===== src/hw/can_txreq_pkg.sv =====
/*
 * constants for the mailbox transmit request, cancel and acknowledge block.
 * assumes a 16-bit register port and a protocol engine that reports per-mailbox events.
 */
package can_txreq_pkg;
    localparam int unsigned data_width = 16;
    localparam int unsigned addr_width = 4;
    localparam logic [3:0] wait_request_offset = 4'h0;
    localparam logic [3:0] wait_cancel_offset = 4'h1;
    localparam logic [3:0] done_flags_offset = 4'h2;
    localparam logic [3:0] abort_flags_offset = 4'h3;
    localparam logic [3:0] irq_status_offset = 4'h4;
    localparam logic [3:0] irq_mask_offset = 4'h5;
    localparam int unsigned reserved_bit = 8;
    localparam logic [15:0] mailbox_mask = 16'hfeff;
    localparam logic [15:0] reserved_one = 16'h0100;
    localparam logic [15:0] reg_reset = 16'h0000;
    localparam logic [1:0] irq_reset = 2'h0;
    localparam int unsigned irq_done_bit = 0;
    localparam int unsigned irq_abort_bit = 1;
endpackage : can_txreq_pkg


===== src/hw/can_mailbox_tx_request_control.sv =====
/*
 * per-mailbox transmit wait, cancel and completion flags with register port and interrupt.
 * assumes the protocol engine pulses done/abort per mailbox, in register bit layout.
 */
// Operation
// one wait, cancel, ack bit per mailbox 1-15; bit 8 reserved, odd bit map.
// writing wait bit 1 puts mailbox message into arbitration wait.
// wait bit clears when that mailbox's transmission completes.
// wait bit clears when that mailbox's cancellation completes.
// writing cancel bit 1 cancels the waiting message in that mailbox.
// cancel bit clears after normal cancellation, once wait bit is cleared.
// ack flag set on error-free transmit; write 1 clears, 0 ignored.
// wait register bit 8 reads 1; software writes 1.
// cancel and ack register bit 8 read 0; software writes 0.
// all mailbox bits of the three registers reset to 0.
// abort-ack flag set on error-free cancel; write 1 clears.
// transmit and cancel resolving together report exactly one outcome.
`timescale 1ns/1ps
module can_mailbox_tx_request_control (
    // clock and reset
    input wire logic clk,
    input wire logic resetn,
    // register port
    input wire logic [3:0] reg_addr,
    input wire logic [15:0] reg_wdata,
    input wire logic reg_write,
    input wire logic reg_read,
    output logic [15:0] reg_rdata,
    // protocol engine side
    output logic [15:0] tx_pending,
    output logic [15:0] cancel_pending,
    input wire logic [15:0] tx_complete,
    input wire logic [15:0] cancel_complete,
    // interrupt
    output logic irq
);
    logic [15:0] wait_reg, wait_next;
    logic [15:0] cancel_reg, cancel_next;
    logic [15:0] done_reg, done_next;
    logic [15:0] abort_reg, abort_next;
    logic [1:0] irq_stat_reg, irq_stat_next;
    logic [1:0] irq_mask_reg, irq_mask_next;
    logic [15:0] rdata_reg, rdata_next;
    logic irq_reg;

    wire logic wr_wait = reg_write && reg_addr == can_txreq_pkg::wait_request_offset;
    wire logic wr_cancel = reg_write && reg_addr == can_txreq_pkg::wait_cancel_offset;
    wire logic wr_done = reg_write && reg_addr == can_txreq_pkg::done_flags_offset;
    wire logic wr_abort = reg_write && reg_addr == can_txreq_pkg::abort_flags_offset;
    wire logic wr_istat = reg_write && reg_addr == can_txreq_pkg::irq_status_offset;
    wire logic wr_imask = reg_write && reg_addr == can_txreq_pkg::irq_mask_offset;
    wire logic [15:0] wmask = reg_wdata & can_txreq_pkg::mailbox_mask;
    // events only count for mailboxes actually waiting; transmit wins a tie
    wire logic [15:0] tx_ev = tx_complete & wait_reg & can_txreq_pkg::mailbox_mask;
    wire logic [15:0] ab_ev = cancel_complete & wait_reg & cancel_reg
        & can_txreq_pkg::mailbox_mask & ~tx_ev;
    wire logic [15:0] set_wait = wr_wait ? wmask : 16'h0000;
    wire logic [15:0] set_cancel = wr_cancel ? (wmask & wait_reg) : 16'h0000;
    wire logic [15:0] clr_done = wr_done ? wmask : 16'h0000;
    wire logic [15:0] clr_abort = wr_abort ? wmask : 16'h0000;

    // software cannot withdraw a wait by writing 0; only completion clears it
    assign wait_next = (wait_reg | set_wait) & ~(tx_ev | ab_ev);
    // a cancel also ends when the message wins arbitration first
    assign cancel_next = (cancel_reg | set_cancel) & ~(tx_ev | ab_ev);
    assign done_next = (done_reg & ~clr_done) | tx_ev;
    assign abort_next = (abort_reg & ~clr_abort) | ab_ev;
    assign irq_stat_next = ((irq_stat_reg & ~(wr_istat ? reg_wdata[1:0] : 2'h0))
        | {|ab_ev, |tx_ev});
    assign irq_mask_next = wr_imask ? reg_wdata[1:0] : irq_mask_reg;

    wire logic [15:0] rd_sel =
        reg_addr == can_txreq_pkg::wait_request_offset ? (wait_reg | can_txreq_pkg::reserved_one) :
        reg_addr == can_txreq_pkg::wait_cancel_offset ? cancel_reg :
        reg_addr == can_txreq_pkg::done_flags_offset ? done_reg :
        reg_addr == can_txreq_pkg::abort_flags_offset ? abort_reg :
        reg_addr == can_txreq_pkg::irq_status_offset ? {14'h0000, irq_stat_reg} :
        reg_addr == can_txreq_pkg::irq_mask_offset ? {14'h0000, irq_mask_reg} :
        16'h0000;
    assign rdata_next = reg_read ? rd_sel : 16'h0000;

    always_ff @(posedge clk or negedge resetn) begin
        if (!resetn) begin
            wait_reg <= can_txreq_pkg::reg_reset;
            cancel_reg <= can_txreq_pkg::reg_reset;
            done_reg <= can_txreq_pkg::reg_reset;
            abort_reg <= can_txreq_pkg::reg_reset;
            irq_stat_reg <= can_txreq_pkg::irq_reset;
            irq_mask_reg <= can_txreq_pkg::irq_reset;
            rdata_reg <= can_txreq_pkg::reg_reset;
            irq_reg <= 1'b0;
        end else begin
            wait_reg <= wait_next;
            cancel_reg <= cancel_next;
            done_reg <= done_next;
            abort_reg <= abort_next;
            irq_stat_reg <= irq_stat_next;
            irq_mask_reg <= irq_mask_next;
            rdata_reg <= rdata_next;
            irq_reg <= |(irq_stat_next & irq_mask_next);
        end
    end

    assign reg_rdata = rdata_reg;
    assign tx_pending = wait_reg;
    assign cancel_pending = cancel_reg;
    assign irq = irq_reg;

    // read strobes per register, only the checks below use them
    wire logic rd_wait = reg_read && reg_addr == can_txreq_pkg::wait_request_offset;
    wire logic rd_cancel = reg_read && reg_addr == can_txreq_pkg::wait_cancel_offset;
    wire logic rd_done = reg_read && reg_addr == can_txreq_pkg::done_flags_offset;
    wire logic rd_abort = reg_read && reg_addr == can_txreq_pkg::abort_flags_offset;
    wire logic rd_spare = reg_read && reg_addr > can_txreq_pkg::irq_mask_offset;

    // every mailbox bit gets the same checks; bit 8 holds no mailbox
    for (genvar m = 0; m < 16; m++) begin : g_mbox
        if (m != can_txreq_pkg::reserved_bit) begin : g_used

        end
    end
endmodule : can_mailbox_tx_request_control


===== config.mk =====
export PLATFORM = sky130hd
export DESIGN_NAME = can_mailbox_tx_request_control
export DESIGN_NICKNAME = d
export VERILOG_FILES = /design/src/hw/can_txreq_pkg.sv /design/src/hw/can_mailbox_tx_request_control.sv
export SDC_FILE = /design/constraint.sdc
export NUM_CORES = 1
export LEC_CHECK = 0
export ABC_AREA = 0
export BUFFER_PORTS_ARGS = -buffer_cell sky130_fd_sc_hd__buf_4
export CAP_MARGIN = 20
export CORE_MARGIN = 2
export CORE_UTILIZATION = 40
export CTS_BUF_LIST = sky130_fd_sc_hd__clkbuf_16
export DETAILED_ROUTE_END_ITERATION = 12
export HOLD_SLACK_MARGIN = 0.05
export PLACE_DENSITY = 0.61
export SLEW_MARGIN = 0
export SYNTH_ARGS = -nofsm -noshare
export SYNTH_HDL_FRONTEND = slang
export SYNTH_SLANG_ARGS = --single-unit
export TNS_END_PERCENT = 1

===== constraint.sdc =====
create_clock -name clk -period 2.2 [get_ports clk]
set_input_delay 0.11 -clock clk [delete_from_list [all_inputs] [get_ports clk]]
set_output_delay 0.11 -clock clk [all_outputs]
set_load 0.1 [all_outputs]

# Yosys cells after proc, flatten, opt, wreduce, memory -nomap -nowiden

Cells that the tools add are included.

Flip-flop bits (word level): 85
Bits in latches: 0
Memory bits (writable): 0
ROM bits: 0
Output and inout port bits: 49
Word-level logic and storage cells: 58
Memories kept: 0

Add/subtract/negate cells: 0
$mul: 0
Divide/modulo/power cells: 0
Order comparisons: 0
Equal/unequal tests: 5
Shift-type cells: 0
Mux-type cells: 13
Bitwise operators: 22
Reduce and logical (&&, ||, !) cells: 10

Operator list:

| operator           | count |
|---|---|
| $and 16x16->16     | 9 |
| $mux 16            | 9 |
| $or 16x16->16      | 5 |
| $not 16->16        | 4 |
| $reduce_or 16->1   | 1 |
| $reduce_or 15->1   | 1 |
| $eq 4x2->1 const B | 2 |
| $eq 4x3->1 const B | 2 |
| $mux 2             | 4 |
| $logic_and 1x1->1  | 6 |
| $and 2x2->2        | 2 |
| $eq 4x1->1 const B | 1 |
| $logic_not 4->1    | 1 |
| $not 2->2          | 1 |
| $or 2x2->2         | 1 |
| $reduce_or 2->1    | 1 |

# Depth between registers and ports, before layout

Gate-level depths: netlist (run 1).

Word-level depth: 8
Gate-level depth with buffers: 8
Depth with buffers taken out: 5

# Worst setup path before layout (run 1)

Ideal clock, no wire load.

Kind: reg-to-reg
Start point: reg wait_reg[12], in the netlist tx_pending[12]
End point: reg irq_reg, in the netlist irq
Arrival time: 2.289 ns
Data required time: 2.079 ns
Setup slack: -0.210 ns
Stages on the path, launching flop included: 6
Buffers on the path: 0
Path through: dfrtp_1 -> and2b_4 -> a32o_1 -> or4_1 -> a2111o_1 -> a22o_1

Cells in the longest elaborated chain, start to end: 7
Elaborated cells between the ends (all ways): 10

RTL lines:

| what                                          | line                                                                       | text |
|---|---|---|
| start: declaration                            | can_mailbox_tx_request_control.sv:37                                       | `logic [15:0] wait_reg, wait_next;` |
| start signal: assignment                      | can_mailbox_tx_request_control.sv:84                                       | `wait_reg <= can_txreq_pkg::reg_reset;` |
| start signal: assignment                      | can_mailbox_tx_request_control.sv:93                                       | `wait_reg <= wait_next;` |
| $and 16x16->16 (on tied branches)             | can_mailbox_tx_request_control.sv:55, can_mailbox_tx_request_control.sv:54 |  |
| $and 16x16->16 or $not 16->16 (tied branches) | can_mailbox_tx_request_control.sv:55, can_mailbox_tx_request_control.sv:56 |  |
| $and 16x16->16 (*)                            | can_mailbox_tx_request_control.sv:56                                       | `& can_txreq_pkg::mailbox_mask & ~tx_ev;` |
| $reduce_or 16->1 (*)                          | can_mailbox_tx_request_control.sv:69                                       | `\| {\|ab_ev, \|tx_ev});` |
| $or 2x2->2 (*)                                | can_mailbox_tx_request_control.sv:69                                       |  |
| via irq_stat_next[1]                          | can_mailbox_tx_request_control.sv:41                                       | `logic [1:0] irq_stat_reg, irq_stat_next;` |
| $and 2x2->2 (*)                               | can_mailbox_tx_request_control.sv:100                                      | `irq_reg <= \|(irq_stat_next & irq_mask_next);` |
| $reduce_or 2->1 (*)                           | can_mailbox_tx_request_control.sv:100                                      |  |
| end signal: assignment                        | can_mailbox_tx_request_control.sv:100                                      |  |
| end: declaration                              | can_mailbox_tx_request_control.sv:44                                       | `logic irq_reg;` |

The timed path passes the listed nets; every way through them passes the cells marked *.

# Final worst setup path (run 1)

Ends and elaborated chain as after synthesis.

==> results of run 1 <==
-- path summary, 6_finish.rpt --
| kind | cells after the start | endpoint | slack [ps] | from |
|---|---|---|---|---|
| min in group asynchronous | 2 | reg_rdata[4]$_DFF_PN0_ | 300 | resetn |
| setup / recovery | 5 | irq$_DFF_PN0_ | 220 | tx_pending[12]$_DFF_PN0_ |
| setup reg to reg | 5 | irq$_DFF_PN0_ | 220 | tx_pending[12]$_DFF_PN0_ |
| hold / removal | 2 | tx_pending[5]$_DFF_PN0_ | 60 | reg_wdata[5] |
| hold reg to reg | 1 | abort_reg[6]$_DFF_PN0_ | 490 | abort_reg[6]$_DFF_PN0_ |
| max in group asynchronous | 3 | tx_pending[12]$_DFF_PN0_ | 1260 | resetn |
-- layout make-up --
cell class                 instances  area, um2
clock buffer                       9        225
clock inverter                     7       78.8
fill                             883       4340
inverter                          12       45.0
multi-input combinational        295       1840
sequential                        81       2040
tap                              133        166
timing repair buffer             131       1040
-- through the flow --
step                power (uW)  hold slack, ps  setup slack [ps]  cells
finish                    4040            57.8               216    668
global route              4210            57.5               164    668
CTS                       4070            54.7               212    668
detailed placement        2490             125               218    633
global placement          2470             123               228    633
floorplan                 2210            -186             0.930    409
-- metal layers --
| layer | GRT usage | routed length, um | up-vias |
|---|---|---|---|
| li1 | - | - | 1722 |
| met1 | 0.302 | 5270 | 1803 |
| met2 | 0.340 | 5580 | 134 |
| met3 | 0.0439 | 643 | 11 |
| met4 | 0.0656 | 132 | 0 |
| met5 | 0 | 0 | - |
-- placed cells by master, fill, tap and decap left out, types with 2 or more instances in the layout --
cell type	netlist	final
a21oi_1	6	6
a21o_1	9	9
and2_1	16	16
nor2b_1	7	7
or3_1	2	2
dfrtp_2	0	9
o22ai_1	8	8
buf_4	4	111
nor2_1	14	14
nand2_1	74	74
a32o_1	3	3
inv_1	11	13
nand4_1	4	4
a21bo_2	8	8
and3_1	3	3
conb_1	1	2
a22oi_1	19	19
nand2b_1	2	2
clkinv_1	0	3
mux2_2	2	2
mux2i_1	16	16
nand4b_1	5	5
clkbuf_16	0	9
nand3_1	12	12
dlygate4sd3_1	0	19
o21ai_0	38	38
and4b_1	2	2
a41oi_1	8	8
bufinv_16	0	2
a22o_1	16	16
dfrtp_1	81	72
-- power by group through the flow --
stage	Combinational, uW	Clock [uW]	Sequential [uW]
global route	817	1650	1740
detailed placement	737	0	1750
floorplan	268	0	1940
global placement	727	0	1750
CTS	766	1580	1720
finish	761	1560	1730
-- cell families after synthesis --
family / synth area share
compound gates: 0.220
other cells: 0.000934
buf+inv: 0.0374
simple gates: 0.191
flops: 0.505
mux: 0.0455
-- worst max-delay path, stage by stage, from the launching register on --
cell and delay, ps:
dfrtp_2 450, and2b_4 190, a32o_1 240, or4_1 490, a2111o_1 320, a22o_1 180
==> flow_summary.ini, run 1 <==
[drt]
drtIter0Drc = 247
wl_per_cell_um = 17.4
drc_errors = 0
wirelength_mm = 11.6
vias_per_cell = 5.49
num_vias = 3670
detail-route-antenna-nets = 0
drtPass1Iterations = 5

[status]
status = complete, no violations

[power_and_ir_drop]
switching_share = 0.283
p_per_area_nw_per_um2 = 744
p_comb_frac = 0.188
leakage_uw = 0.00265
p_int_uw = 2900
p_clk_frac = 0.385
ir_drop_uv = 323
pwr-share-seq = 0.427
p_switching_uw = 1150

[clocking]
cts_resized = 0
hold_buffers = 19
tritoncts = done
cts_buffers = 9
cts_setup_buffers = 0
clock_sinks = 81
htreeDepth = 3
root_buffer = clkbuf_16
insertion_delay_ps = 340
clk_path_buf_depth = 2
clk_pin_slew_ps = 70

[grt]
grt_pass1_vias = 3474
grt_max_degree = 45
grt_pass1_wl_mm = 18.4
grt_usage = 0.216
antenna_found_initial = 0
overflow = 0

[timing]
hold_viol_final = 0
finalCritPeriodShare = 0.902
fmax_ghz = 0.504
tightest_slew_ps = 575
rsz0062_at_grt = no
fin_worst_skew_ps = 9.07
setup_viol = 0
fin_setup_tns_ps = 0
maxSlewHeadroom = 0.614
fin_crit_ps = 1980
drv_slew = 0

[yosys]
yosysWarnings = 0
ys_ff_latch = 81
syn_area_per_cell_um2 = 9.84
yosysTopAreaCell = dfrtp_1
yosys-top-cells-count = dfrtp_1, nand2_1, o21ai_0
ys_seq_area_frac = 0.505
synth_edf_count = 0
synth_cells = 408
synth_ff_type = dfrtp_1
synth_cell_type_count = 48
synth_top_area_frac = 0.505
synth.most_common_cell = dfrtp_1
netlist_top_cells_area = dfrtp_1, nand2_1, o21ai_0, mux2i_1, a22oi_1
synthArstFlopShare = 1.00
synthesis.area_um2 = 4010

[layout]
num-nets-final = 586
largest_reg_flops = 16
synthToLayoutAreaGrowth_pct = 35.5
final_cell_area_um2 = 5440
diodes = 0
post-route-util = 0.556
drive_gt1_frac = 0.280

[floorplanning]
boundaryPins = 105
start_util = 0.411
die_w_um = 104
rows = 36
core-area_um2 = 9770
die_area_um2 = 10900
dieHeight_um = 104

[placement]
post_dp_cell_area_um2 = 4940
io_buffers = 99
place_hpwl_mm = 8.07
place.gp.congestion = 0.825

[setup_path]
crit_type = reg -> reg
critPathRequiredTime_ps = 2420
end_kind = flop
crit_arrival_ps = 2210
setup.worst_path.start_class = flop
crit_fanout = 8

[job]
maxCapViolCount = 0

[worst_hold_path]
hold_class = in -> reg
Power figures use the tool's default switching activity.
==> inputs of run 2 (changes only) <==
==> constraint.sdc (replaced) <==
create_clock -name clk -period 2.3 [get_ports clk]
set_input_delay 0.115 -clock clk [delete_from_list [all_inputs] [get_ports clk]]
set_output_delay 0.115 -clock clk [all_outputs]
set_load 0.1 [all_outputs]
==> flow_summary.ini, run 2 (synthesis gave the netlist of run 1 again) <==
[timing]
maxSlewHeadroom = 0.550
fmax_ghz = 0.500
setup_viol = 0
tightest_slew_ps = 676
rsz0062_at_grt = no
drv_slew = 0
fin_setup_tns_ps = 0
fin_worst_skew_ps = 8.31
finalCritPeriodShare = 0.869
fin_crit_ps = 2000
hold_viol_final = 0

[clocking]
cts_buffers = 9
clk_pin_slew_ps = 60
clk_path_buf_depth = 2
clock_sinks = 81
htreeDepth = 3
cts_resized = 0
insertion_delay_ps = 330
root_buffer = clkbuf_16
tritoncts = done

[setup_path]
cpPeakStageDelay_ps = 490
r2r-start = tx_pending[12]$_DFF_PN0_
crit_type = reg -> reg
setup.worst_path.start_class = flop
crit_arrival_ps = 2210
worstSetupStartpoint = tx_pending[12]$_DFF_PN0_
crit_fanout = 8
crit_path_top_delay_cell = or4_1
rrSetupSlack_ps = 300
rr_worst_depth = 5
end_kind = flop
critPathRequiredTime_ps = 2520
path_cells = and2b_4 -> a32o_1 -> or4_1 -> a2111o_1 -> a22o_1

[worst_hold_path]
hold_class = in -> reg
hold_depth = 3
hp-start = reg_wdata[15]

[layout]
final_cell_area_um2 = 5470
num-nets-final = 586
multi_input_area_um2 = 1840
synthToLayoutAreaGrowth_pct = 36.2
largest_reg_flops = 16
register_area_um2 = 2030
layout_commonest_cell = buf_4
diodes = 0
drive_gt1_frac = 0.277
final_cell_mix = buf_4, dfrtp_1, nand2_1
post-route-util = 0.559
fillCellCount = 902

[placement]
post_dp_cell_area_um2 = 4940
place_hpwl_mm = 8.07
io_buffers = 99
place.gp.congestion = 0.820

[drt]
num_vias = 3701
wirelength_mm = 11.8
vias_per_cell = 5.54
drtIter0Drc = 185
detail-route-antenna-nets = 0
drc_errors = 0
drtPass1Iterations = 5
wl_per_cell_um = 17.7

[status]
status = complete, no violations

[job]
maxCapViolCount = 0

[grt]
grt_max_degree = 51
grt_pass1_wl_mm = 19.3
grt_pass1_vias = 3550
antenna_found_initial = 0
overflow = 0
grt_usage = 0.224

[floorplanning]
start_util = 0.411
boundaryPins = 105
die_w_um = 104
core-area_um2 = 9770
rows = 36
dieHeight_um = 104
die_area_um2 = 10900

[power_and_ir_drop]
leakage_uw = 0.00267
p_per_area_nw_per_um2 = 739
ir_drop_uv = 422
-- run 2: cell type report --
type / instances / area share
sequential: 81 / 0.371
multi-input combinational: 295 / 0.337
timing repair buffer: 131 / 0.190
clock buffer: 9 / 0.0412
tap: 133 / 0.0304
clock inverter: 7 / 0.0217
inverter: 12 / 0.00824
-- run 2: per-layer routing --
metal	vias up	part of all wire	routed length (um)	track usage
li1	1723	-	-	-
met3	11	0.051	597	0.0401
met5	-	0	0	0
met1	1844	0.47	5550	0.324
met4	0	0.010	118	0.0637
met2	123	0.47	5520	0.347
-- run 2: path summary, 6_finish.rpt --
check	end
worst max-delay path	irq$_DFF_PN0_
worst min-delay path	tx_pending[15]$_DFF_PN0_
worst max register to register	irq$_DFF_PN0_
worst min register to register	abort_reg[13]$_DFF_PN0_
max in group asynchronous	irq_mask_reg[0]$_DFF_PN0_
min in group asynchronous	cancel_pending[2]$_DFF_PN0_
-- run 2: through the flow --
step	std cells	power (uW)	setup WS [ps]	hold WS, ps
after CTS	668	4060	298	55.9
after floorplan	409	2110	22.5	-181
final	668	4040	301	62.7
after detailed placement	634	2380	319	195
after global placement	634	2370	337	196
after global routing	668	4190	256	63.1
-- run 2: repair_timing --
| item | in CTS | in global routing |
|---|---|---|
| hold endpoints to repair | 70 | 0 |
| hold buffers | 18 | 0 |
| setup buffers | 0 | 0 |
-- run 2: power breakdown --
group	switching (uW)	total [uW]	leakage [uW]	internal (uW)
combinational	451	728	0.00146	278
clock	599	1660	0.000163	1060
sequential	92.6	1650	0.00105	1560
-- run 2: critical path, delay by kind of cell (launching register included) --
| kind | cells | cell delay, ps |
|---|---|---|
| AND/OR/NAND/NOR | 2 | 680 |
| AO/OA/AOI/OAI | 3 | 750 |
| flip-flops | 1 | 460 |
==> inputs of run 3 (changes only) <==
--- a/config.mk
+++ b/config.mk
@@ -9,11 +9,11 @@
 export BUFFER_PORTS_ARGS = -buffer_cell sky130_fd_sc_hd__buf_4
 export CAP_MARGIN = 20
 export CORE_MARGIN = 2
-export CORE_UTILIZATION = 40
+export CORE_UTILIZATION = 57
 export CTS_BUF_LIST = sky130_fd_sc_hd__clkbuf_16
 export DETAILED_ROUTE_END_ITERATION = 12
 export HOLD_SLACK_MARGIN = 0.05
-export PLACE_DENSITY = 0.61
+export PLACE_DENSITY = 0.83
 export SLEW_MARGIN = 0
 export SYNTH_ARGS = -nofsm -noshare
 export SYNTH_HDL_FRONTEND = slang
==> flow_summary.ini, run 3 (synthesis gave the netlist of run 1 again) <==
[worst_hold_path]
hp-start = reg_wdata[13]
hold_class = in -> reg
hold_path_end = tx_pending[13]$_DFF_PN0_
hold_depth = 3

[layout]
final_cell_mix = buf_4, dfrtp_1, nand2_1
synthToLayoutAreaGrowth_pct = 31.4
fillCellCount = 469
largest_reg_flops = 16
drive_gt1_frac = 0.275
num-nets-final = 579
diodes = 0
multi_input_area_um2 = 1840
final_cell_area_um2 = 5270
layout_commonest_cell = buf_4
register_area_um2 = 2030

[drt]
wl_met1_mm = 4.37
top_layer = met4
wirelength_mm = 11.1
drc_errors = 0
drtIter0Drc = 285
drtPass1Iterations = 5
vias_per_cell = 6.00
detail-route-antenna-nets = 0
route.met3.wl_um = 880
wl_per_cell_um = 17.9
num_vias = 3746
wl_met2_mm = 5.59

[placement]
io_buffers = 99
place.gp.congestion = 0.879
post-place-ws_ps = 310
place_hpwl_mm = 7.65
post_dp_cell_area_um2 = 4880

[grt]
antenna_found_initial = 0
grt_max_degree = 37
overflow = 0
grt_pass1_wl_mm = 17.8
grt_pass1_vias = 3660
grt_usage = 0.305

[clocking]
root_buffer = clkbuf_16
htreeDepth = 3
cts_buffers = 9
cts_resized = 0
tritoncts = done
insertion_delay_ps = 330
clock_sinks = 81
cts_setup_buffers = 0
clk_path_buf_depth = 2
clk_pin_slew_ps = 60

[floorplanning]
boundaryPins = 105
rows = 30
start_util = 0.591
dieHeight_um = 87.9
core-area_um2 = 6790
die_area_um2 = 7730
die_w_um = 87.9

[power_and_ir_drop]
p_total_uw = 3740
ir_drop_uv = 410
p_per_area_nw_per_um2 = 709
leakage_uw = 0.00262

[setup_path]
crit_arrival_ps = 2190
r2r-start = tx_pending[12]$_DFF_PN0_
critPathRequiredTime_ps = 2520
crit_type = reg -> reg
rr_worst_depth = 5
crit_fanout = 8
setup.worst_path.start_class = flop
reg2reg_to = irq$_DFF_PN0_
end_kind = flop
rrSetupSlack_ps = 320

[job]
maxCapViolCount = 0

[timing]
drv_slew = 0
fin_hold_ws_ps = 59.3
setup_viol = 0
finalCritPeriodShare = 0.859
fin_crit_ps = 1980
rsz0062_at_grt = no
fmax_ghz = 0.506
hold_viol_final = 0
fin_worst_skew_ps = 7.48
final.setup.worst_slack_ps = 325
fin_setup_tns_ps = 0

[status]
status = complete, no violations
run 3: changes by cell type in the layout (fill, tap and decap cells not counted):
cell,before,now
dlygate4sd3_1,18,11
bufinv_16,3,1
clkinv_2,0,2
clkinv_4,2,0
inv_1,11,13
buf_12,1,0
buf_4,112,113
clkinv_1,1,2
clkinvlp_4,1,0
run 3: worst max path at each step:
stage                                      start       endpoint  depth (start not counted)
detailed placement      tx_pending[12]$_DFF_PN0_  irq$_DFF_PN0_                          5
CTS                     tx_pending[12]$_DFF_PN0_  irq$_DFF_PN0_                          5
floorplan           cancel_pending[11]$_DFF_PN0_  irq$_DFF_PN0_                          5
global placement        tx_pending[12]$_DFF_PN0_  irq$_DFF_PN0_                          5
global route                     tx_complete[12]  irq$_DFF_PN0_                          7
finish                  tx_pending[12]$_DFF_PN0_  irq$_DFF_PN0_                          5
run 3: cell type report:
class | instances | share of cell area
clock inverter | 7 | 0.0104
sequential | 81 | 0.385
inverter | 12 | 0.00854
timing repair buffer | 124 | 0.182
clock buffer | 9 | 0.0427
tap | 96 | 0.0228
multi-input combinational | 295 | 0.349
run 3: timing repair:
item                                    CTS  global route
hold endpoints to repair                 45             0
hold buffers                             11             0
endpoints found under the setup margin    0             0
run 3: power by group:
group | total, uW | switching (uW) | internal, uW
clock | 1370 | 544 | 821
combinational | 719 | 451 | 268
sequential | 1650 | 93.0 | 1560
run 3: layer usage:
layer	global-route usage	up-vias
met2	0.506	201
met4	0.158	0
met1	0.394	1810
met5	0	-
li1	-	1709
met3	0.0386	26
run 3: per-stage QoR:
step                       util  instances
after floorplan               -        409
after global placement    0.719        597
after detailed placement  0.719        597
after CTS                 0.776        624
after global routing      0.776        624
final                     0.776        624
run 3: worst max-delay path: stages (launching register included):
cell and delay, ps:
dfrtp_2 450, and2b_4 190, a32o_1 240, or4_1 490, a2111o_1 320, a22o_1 190
